`config.mk`:
```
export PLATFORM = sky130hd
export DESIGN_NAME = adc_conversion_output_interface
export DESIGN_NICKNAME = d
export VERILOG_FILES = /design/src/adc_out_pkg.sv /design/src/conv_clock_gen.sv /design/src/adc_conversion_output_interface.sv
export SDC_FILE = /design/constraint.sdc
export NUM_CORES = 1
export LEC_CHECK = 0
export ABC_AREA = 1
export BUFFER_PORTS_ARGS = -buffer_cell sky130_fd_sc_hd__buf_2
export CAP_MARGIN = 5
export CORE_MARGIN = 2
export CORE_UTILIZATION = 40
export CTS_CLUSTER_SIZE = 25
export DETAILED_ROUTE_END_ITERATION = 8
export PLACE_DENSITY_LB_ADDON = 0.05
export SLEW_MARGIN = 15
export SYNTH_ARGS = -nofsm -noshare
export SYNTH_HDL_FRONTEND = slang
export SYNTH_HIERARCHICAL = 1
export SYNTH_SLANG_ARGS = --single-unit
```
`constraint.sdc`:
```
create_clock -name clock -period 1.85 [get_ports clock]
set_clock_uncertainty 0.15 [all_clocks]
set_input_delay 0.2775 -clock clock [delete_from_list [all_inputs] [get_ports clock]]
set_output_delay 0.2775 -clock clock [all_outputs]
set_load 0.005 [all_outputs]
```
`src/adc_out_pkg.sv`:
```
package adc_out_pkg;

  localparam int RESULT_W = 12;
  localparam int FRAME_W = 16;
  localparam int BYTE_W = 8;
  localparam int CLK_PERIOD_NS = 25;
  localparam int CONV_CLK_PERIOD_NS = 400;
  localparam int CONV_TIME_NS = 8000;
  // half period of the internal conversion clock, in system clocks
  localparam int CONV_HALF_CYCLES = (CONV_CLK_PERIOD_NS + 2 * CLK_PERIOD_NS - 1) / (2 * CLK_PERIOD_NS);
  // conversion clock periods per conversion
  localparam int CONV_TICKS = CONV_TIME_NS / CONV_CLK_PERIOD_NS;
  localparam logic [RESULT_W-1:0] BIPOLAR_FLIP = 12'h800;
  localparam logic [3:0] LEAD_ZEROS = 4'h0;
  localparam logic [3:0] HIGH_NIBBLE_PAD = 4'h0;
  localparam logic [RESULT_W-1:0] RESULT_RESET = 12'h000;

  // three-level format pin, as seen by the digital core
  typedef enum logic [1:0] {
    FMT_PARALLEL = 2'b00,
    FMT_BYTE_GATED = 2'b01,
    FMT_BYTE_FREE = 2'b10
  } format_sel_t;

  typedef enum logic [1:0] {
    ST_IDLE = 2'b00,
    ST_STROBE_CONV = 2'b01,
    ST_SELECT_CONV = 2'b10
  } conv_state_t;

  typedef struct packed {
    logic sample_start_strobe_b;
    logic chip_select_b;
    logic read_b;
    logic upper_byte_select;
  } host_ctrl_t;

  typedef struct packed {
    logic serial_bit_clock;
    logic serial_frame_strobe;
    logic serial_result_line;
  } serial_pins_t;

endpackage : adc_out_pkg

```
`src/conv_clock_gen.sv`:
```
`timescale 1ns/100ps
module conv_clock_gen #(
  parameter int HALF_CYCLES = 8
) (
  input wire logic clock,
  input wire logic rst_b,
  input wire logic use_external,
  input wire logic external_conv_clock,
  output logic conv_level,
  output logic conv_rise,
  output logic conv_fall
);
  localparam int CNT_W = (HALF_CYCLES > 1) ? $clog2(HALF_CYCLES) : 1;
  localparam logic [CNT_W-1:0] CNT_LAST = CNT_W'(HALF_CYCLES - 1);

  logic [CNT_W-1:0] div_cnt_q;
  logic int_level_q;
  logic level_q;
  logic level_prev_q;
  logic level_d;

  // internal oscillator stand-in: divider of the system clock
  always_ff @(posedge clock or negedge rst_b)
  begin
    if (!rst_b)
    begin
      div_cnt_q <= '0;
      int_level_q <= 1'b0;
    end
    else if (div_cnt_q == CNT_LAST)
    begin
      div_cnt_q <= '0;
      int_level_q <= ~int_level_q;
    end
    else
    begin
      div_cnt_q <= div_cnt_q + 1'b1;
    end
  end

  assign level_d = use_external ? external_conv_clock : int_level_q;

  always_ff @(posedge clock or negedge rst_b)
  begin
    if (!rst_b)
    begin
      level_q <= 1'b0;
      level_prev_q <= 1'b0;
    end
    else
    begin
      level_q <= level_d;
      level_prev_q <= level_q;
    end
  end

  assign conv_level = level_q;
  assign conv_rise = level_q & ~level_prev_q;
  assign conv_fall = ~level_q & level_prev_q;

endmodule : conv_clock_gen

```
`src/adc_conversion_output_interface.sv`:
```
`timescale 1ns/100ps
module adc_conversion_output_interface #(
  parameter int CONV_TICK_COUNT = adc_out_pkg::CONV_TICKS,
  parameter int HALF_CYCLES = adc_out_pkg::CONV_HALF_CYCLES
) (
  input wire logic clock,
  input wire logic rst_b,
  input adc_out_pkg::host_ctrl_t host_ctrl,
  input adc_out_pkg::format_sel_t format_sel,
  input wire logic bipolar_range,
  input wire logic [adc_out_pkg::RESULT_W-1:0] sampled_code,
  input wire logic use_external_clock,
  input wire logic external_conv_clock,
  output logic [adc_out_pkg::RESULT_W-1:0] result_bus_o,
  output logic [adc_out_pkg::RESULT_W-1:0] result_bus_oe,
  output adc_out_pkg::serial_pins_t serial_o,
  output adc_out_pkg::serial_pins_t serial_oe,
  output logic busy_done_b,
  output logic sampler_hold
);
  import adc_out_pkg::*;

  localparam int TICK_W = $clog2(CONV_TICK_COUNT + 1);
  localparam logic [TICK_W-1:0] TICK_LAST = TICK_W'(CONV_TICK_COUNT);
  localparam int BIT_W = $clog2(FRAME_W + 1);
  localparam logic [BIT_W-1:0] FRAME_BITS = BIT_W'(FRAME_W);

  conv_state_t state_q;
  conv_state_t state_d;
  logic start_prev_q;
  logic cs_prev_q;
  logic selected_q;
  logic strobe_rise;
  logic cs_fall;
  logic selected;
  logic read_start;
  logic start_by_strobe;
  logic start_by_select;
  logic converting;
  logic conv_end;
  logic byte_mode;
  logic conv_level;
  logic conv_rise;
  logic conv_fall;
  logic [TICK_W-1:0] tick_q;
  logic [RESULT_W-1:0] coded_q;
  logic [RESULT_W-1:0] result_q;
  logic [RESULT_W-1:0] coded_now;
  logic done_b_q;
  logic select_mode_q;
  logic [FRAME_W-1:0] shift_q;
  logic [BIT_W-1:0] bit_cnt_q;
  logic frame_low_q;
  logic data_q;
  logic sclk_en_q;
  logic sclk_q;
  logic read_ok;
  logic [RESULT_W-1:0] bus_d;
  logic [RESULT_W-1:0] bus_oe_d;

  conv_clock_gen #(
    .HALF_CYCLES(HALF_CYCLES)
  ) u_conv_clock (
    .clock(clock),
    .rst_b(rst_b),
    .use_external(use_external_clock),
    .external_conv_clock(external_conv_clock),
    .conv_level(conv_level),
    .conv_rise(conv_rise),
    .conv_fall(conv_fall)
  );

  assign byte_mode = (format_sel == FMT_BYTE_GATED) || (format_sel == FMT_BYTE_FREE);

  // edge detection of the host strobes
  always_ff @(posedge clock or negedge rst_b)
  begin
    if (!rst_b)
    begin
      start_prev_q <= 1'b1;
      cs_prev_q <= 1'b1;
      selected_q <= 1'b0;
    end
    else
    begin
      start_prev_q <= host_ctrl.sample_start_strobe_b;
      cs_prev_q <= host_ctrl.chip_select_b;
      selected_q <= selected;
    end
  end

  assign strobe_rise = host_ctrl.sample_start_strobe_b & ~start_prev_q;
  assign cs_fall = ~host_ctrl.chip_select_b & cs_prev_q;
  assign selected = ~host_ctrl.chip_select_b & ~host_ctrl.read_b;
  assign read_start = selected & ~selected_q;

  // strobe start is refused while chip select is low
  assign start_by_strobe = (state_q == ST_IDLE) && strobe_rise && host_ctrl.chip_select_b;
  // with the strobe held low, chip select starts; byte select must be low in byte mode
  assign start_by_select = (state_q == ST_IDLE) && cs_fall && !host_ctrl.sample_start_strobe_b
                           && !(byte_mode && host_ctrl.upper_byte_select);
  assign converting = (state_q != ST_IDLE);
  assign conv_end = converting && conv_rise && (tick_q == TICK_LAST);

  always_comb
  begin
    state_d = state_q;
    unique case (state_q)
      ST_IDLE:
      begin
        if (start_by_strobe)
          state_d = ST_STROBE_CONV;
        else if (start_by_select)
          state_d = ST_SELECT_CONV;
      end
      ST_STROBE_CONV, ST_SELECT_CONV:
      begin
        if (conv_end)
          state_d = ST_IDLE;
      end
      default:
      begin
        state_d = ST_IDLE;
      end
    endcase
  end

  always_ff @(posedge clock or negedge rst_b)
  begin
    if (!rst_b)
      state_q <= ST_IDLE;
    else
      state_q <= state_d;
  end

  // sampler holds for the whole conversion, tracks otherwise
  assign sampler_hold = converting;

  // conversion length in conversion clock periods
  always_ff @(posedge clock or negedge rst_b)
  begin
    if (!rst_b)
      tick_q <= '0;
    else if (!converting)
      tick_q <= '0;
    else if (conv_rise && tick_q != TICK_LAST)
      tick_q <= tick_q + 1'b1;
  end

  // output coding chosen by range variant
  assign coded_now = bipolar_range ? (sampled_code ^ BIPOLAR_FLIP) : sampled_code;

  // held sample and the result latch
  always_ff @(posedge clock or negedge rst_b)
  begin
    if (!rst_b)
    begin
      coded_q <= RESULT_RESET;
      result_q <= RESULT_RESET;
    end
    else
    begin
      if (start_by_strobe || start_by_select)
        coded_q <= coded_now;
      if (conv_end)
        result_q <= coded_q;
    end
  end

  // start mode remembered for the status pin
  always_ff @(posedge clock or negedge rst_b)
  begin
    if (!rst_b)
      select_mode_q <= 1'b0;
    else if (start_by_strobe)
      select_mode_q <= 1'b0;
    else if (start_by_select)
      select_mode_q <= 1'b1;
  end

  // done flag: end of conversion wins over a read in the same cycle
  always_ff @(posedge clock or negedge rst_b)
  begin
    if (!rst_b)
      done_b_q <= 1'b1;
    else if (conv_end && state_q == ST_STROBE_CONV)
      done_b_q <= 1'b0;
    else if (read_start || start_by_select)
      done_b_q <= 1'b1;
  end

  assign busy_done_b = select_mode_q ? ~converting : done_b_q;

  // serial frame: shifts on conversion clock rise while converting
  always_ff @(posedge clock or negedge rst_b)
  begin
    if (!rst_b)
    begin
      shift_q <= '0;
      bit_cnt_q <= '0;
      frame_low_q <= 1'b0;
      data_q <= 1'b1;
    end
    else if (start_by_strobe || start_by_select)
    begin
      shift_q <= {LEAD_ZEROS, coded_now};
      bit_cnt_q <= '0;
      frame_low_q <= 1'b0;
      data_q <= 1'b1;
    end
    else if (converting && conv_rise && byte_mode)
    begin
      if (bit_cnt_q != FRAME_BITS)
      begin
        frame_low_q <= 1'b1;
        data_q <= shift_q[FRAME_W-1];
        shift_q <= {shift_q[FRAME_W-2:0], 1'b0};
        bit_cnt_q <= bit_cnt_q + 1'b1;
      end
      else
      begin
        frame_low_q <= 1'b0;
        data_q <= 1'b1;
      end
    end
    else if (!converting)
    begin
      frame_low_q <= 1'b0;
      data_q <= 1'b1;
    end
  end

  // gated serial clock runs from start until the frame is sent
  always_ff @(posedge clock or negedge rst_b)
  begin
    if (!rst_b)
      sclk_en_q <= 1'b0;
    else if (start_by_strobe || start_by_select)
      sclk_en_q <= 1'b1;
    else if (conv_rise && bit_cnt_q == FRAME_BITS)
      sclk_en_q <= 1'b0;
    else if (!converting)
      sclk_en_q <= 1'b0;
  end

  always_ff @(posedge clock or negedge rst_b)
  begin
    if (!rst_b)
      sclk_q <= 1'b1;
    else if (format_sel == FMT_BYTE_FREE)
      sclk_q <= conv_level;
    else if (format_sel == FMT_BYTE_GATED && sclk_en_q)
      sclk_q <= conv_level;
    else
      sclk_q <= 1'b1;
  end

  // open drain: value always low, enable pulls the line
  assign serial_o = '0;
  assign serial_oe.serial_bit_clock = byte_mode & ~sclk_q;
  assign serial_oe.serial_frame_strobe = byte_mode & frame_low_q;
  assign serial_oe.serial_result_line = byte_mode & frame_low_q & ~data_q;

  // read path; latches stay off while converting
  assign read_ok = selected && !converting && !start_by_select;

  always_comb
  begin
    bus_d = '0;
    bus_oe_d = '0;
    if (read_ok)
    begin
      if (!byte_mode)
      begin
        bus_d = result_q;
        bus_oe_d = '1;
      end
      else if (host_ctrl.upper_byte_select)
      begin
        bus_d[BYTE_W-1:0] = {HIGH_NIBBLE_PAD, result_q[RESULT_W-1:BYTE_W]};
        bus_oe_d[BYTE_W-1:0] = '1;
      end
      else
      begin
        bus_d[BYTE_W-1:0] = result_q[BYTE_W-1:0];
        bus_oe_d[BYTE_W-1:0] = '1;
      end
    end
  end

  always_ff @(posedge clock or negedge rst_b)
  begin
    if (!rst_b)
    begin
      result_bus_o <= '0;
      result_bus_oe <= '0;
    end
    else
    begin
      result_bus_o <= bus_d;
      result_bus_oe <= bus_oe_d;
    end
  end

  logic unused_fall;
  assign unused_fall = conv_fall;

endmodule : adc_conversion_output_interface

```
==> results.sh <==
export IMPL_cp_common_cell="inv_2"
export IMPL_nFillCells=831
export IMPL_syn_avg_cell_area_um2=8.89
export IMPL_grt_pass1_vias=2581
export IMPL_setup_viol=0
export IMPL_crit_path_max_fanout=4
export IMPL_grt_pass1_wl_mm=12.2
export IMPL_total_power_mw=5.08
export IMPL_grt_usage=0.157
export IMPL_clk_pin_slew_ps=90
export IMPL_drtIter0Drc=97
export IMPL_critPathCapture="sampler_hold"
export IMPL_worstSkewPairLatency_ps=360
export IMPL_crit_chain="inv_2, ha_2, buf_4, inv_2, buf_2"
export IMPL_max_stage_delay_ps=400
export IMPL_rr_startpoint="state_q[1]"
export IMPL_seq_area_mm2=0.00203
export IMPL_cp_arrival_ps=1370
export IMPL_power_leakage_nw=2.42
export IMPL_final_nets=515
export IMPL_rsz0062_at_grt="true"
export IMPL_grt_overflow_total=0
export IMPL_status="finished, final reports clean"
export IMPL_p_per_area_mw_per_mm2=1150
export IMPL_path_class="flop to output port"
export IMPL_fin_ws_ps=53.6
export IMPL_fp_row_count=34
export IMPL_cts_buffers=9
export IMPL_yosysWarnings=6
export IMPL_maxCapViolations=0
export IMPL_ff2ff_setup_slack_ps=110
export IMPL_hpwl_mm=5.17
export IMPL_final_util=0.505
export IMPL_drtAntennaViolNets=0
export IMPL_htree_levels=3
export IMPL_areaGrowthSynthToFinish_pct=22.5
export IMPL_finalSetupTns_ps=0
export IMPL_cts_root_buf="clkbuf_8"
export IMPL_slew_viol_final=0
export IMPL_io_pins=55
export IMPL_wl_per_cell_um=12.0
export IMPL_fmax_ghz=0.557
export IMPL_r2r_cells=10
export IMPL_r2r_end="coded_q[3]"
export IMPL_wl_mm=7.11
export IMPL_die_area_mm2=0.00977
export IMPL_antenna_found_initial=0
export IMPL_grt_max_degree=45
export IMPL_cts_tree="done"
export IMPL_cp_end_kind="output port"
export IMPL_crit_slowest_cell="dfrtp_1"
export IMPL_cp_startpoint="state_q[1]"
export IMPL_timing_hold_violations_final=0
export IMPL_period_share=0.971
export IMPL_netlist_instances=405
export IMPL_dp_slack_ps=-19.8
export IMPL_synth_area_mm2=0.00360
export IMPL_fp_dieW_um=98.9
export IMPL_start_util=0.413
export IMPL_post_route_drc_count=0
export IMPL_vias=2689
export IMPL_multi_input_area_mm2=0.00127
export IMPL_diodes=0
export IMPL_die_h_um=98.9
export IMPL_first_pass_iters=4
export IMPL_ir_worst_vdd_v=0.000492
export IMPL_vias_per_cell=4.53
export IMPL_whs_ps=10.7
export IMPL_gp_congestion=0.770
export IMPL_core_area_mm2=0.00872
export IMPL_drive_gt1_frac=0.235
export IMPL_cts_buffer_depth=2
export IMPL_cts_sinks=81
export IMPL_io_buffers=51
export IMPL_required_ps=1420
export IMPL_hp_class="input pin to flop"
export IMPL_start_kind="flop"
export IMPL_post_route_min_period_ps=1800
## stage by stage
stage	std cells	area [µm²]
finish	594	4410
global route	594	4410
CTS	590	4350
detailed placement	565	4040
global placement	565	4040
floorplan	407	3610
## where the power goes
| group | internal, mW | leakage (nW) | total, mW | switching [mW] |
|---|---|---|---|---|
| logic | 0.603 | 1.26 | 1.35 | 0.748 |
| clock network | 0.649 | 0.103 | 1.36 | 0.710 |
| registers | 2.15 | 1.06 | 2.37 | 0.225 |
| total | 3.40 | 2.42 | 5.08 | 1.68 |
## worst max-delay path, delay by kind of cell (launching register included)
kind | cells | cell delay, ps
buffers and inverters | 4 | 410
DFF | 1 | 400
adders and majority gates | 1 | 190
## cell usage in the layout, fill, tap and decap left out, drive strengths merged, types with 9 or more instances in the layout
cell type and instances:
buf 77, clkbuf 9, dfrtp 76, dlygate4sd3 9
ha 11, inv 45, nand2 157, nand3 24
nor2 21, nor3 11, o21ai 14
## metal layers
metal  up-vias  wire length, µm  global-route usage
met2        51             3200               0.234
li1       1395                -                   -
met1      1235             3510               0.223
met3         8              301              0.0404
met5         -                0                   0
met4         0              100              0.0569
## area by class of cell
type	count	area share
Clock buffer	9	0.0281
Tap cell	108	0.0307
Clock inverter	7	0.0190
Inverter	41	0.0349
Multi-Input combinational cell	262	0.288
Sequential cell	81	0.461
Timing Repair Buffer	86	0.138
## timing repair
action	CTS	global route
setup buffers	0	4
gates resized for setup	5	5
pin swaps	0	4
setup endpoints to repair	10	27
hold endpoints to repair	76	0
hold buffers	9	0
## flip-flops by register name, indices dropped and copies added (netlist names)
| register | flops |
|---|---|
| bit_cnt_q | 5 |
| coded_q | 12 |
| cs_prev_q | 1 |
| data_q | 1 |
| done_b_q | 1 |
| frame_low_q | 1 |
| result_bus_o | 12 |
| result_bus_oe | 2 |
| result_q | 12 |
| sclk_en_q | 1 |
| sclk_q | 1 |
| select_mode_q | 1 |
| selected_q | 1 |
| shift_q | 16 |
| start_prev_q | 1 |
| state_q | 2 |
| tick_q | 5 |
| u_conv_clock/conv_level | 1 |
| u_conv_clock/div_cnt_q | 3 |
| u_conv_clock/int_level_q | 1 |
| u_conv_clock/level_prev_q | 1 |
## how the worst min path moves through the flow
| stage | start | to | cells after the start | slack, ps |
|---|---|---|---|---|
| CTS | sampled_code[5] | coded_q[5] | 3 | 4 |
| global route | sampled_code[8] | coded_q[8] | 3 | 0.9 |
| detailed placement | rst_b | tick_q[2] | 1 | 20 |
| global placement | rst_b | tick_q[2] | 1 | 20 |
| floorplan | rst_b | bit_cnt_q[0] | 0 | -170 |
| finish | sampled_code[5] | coded_q[5] | 3 | 10 |
Note: power is estimated with default switching activity, not from simulation.
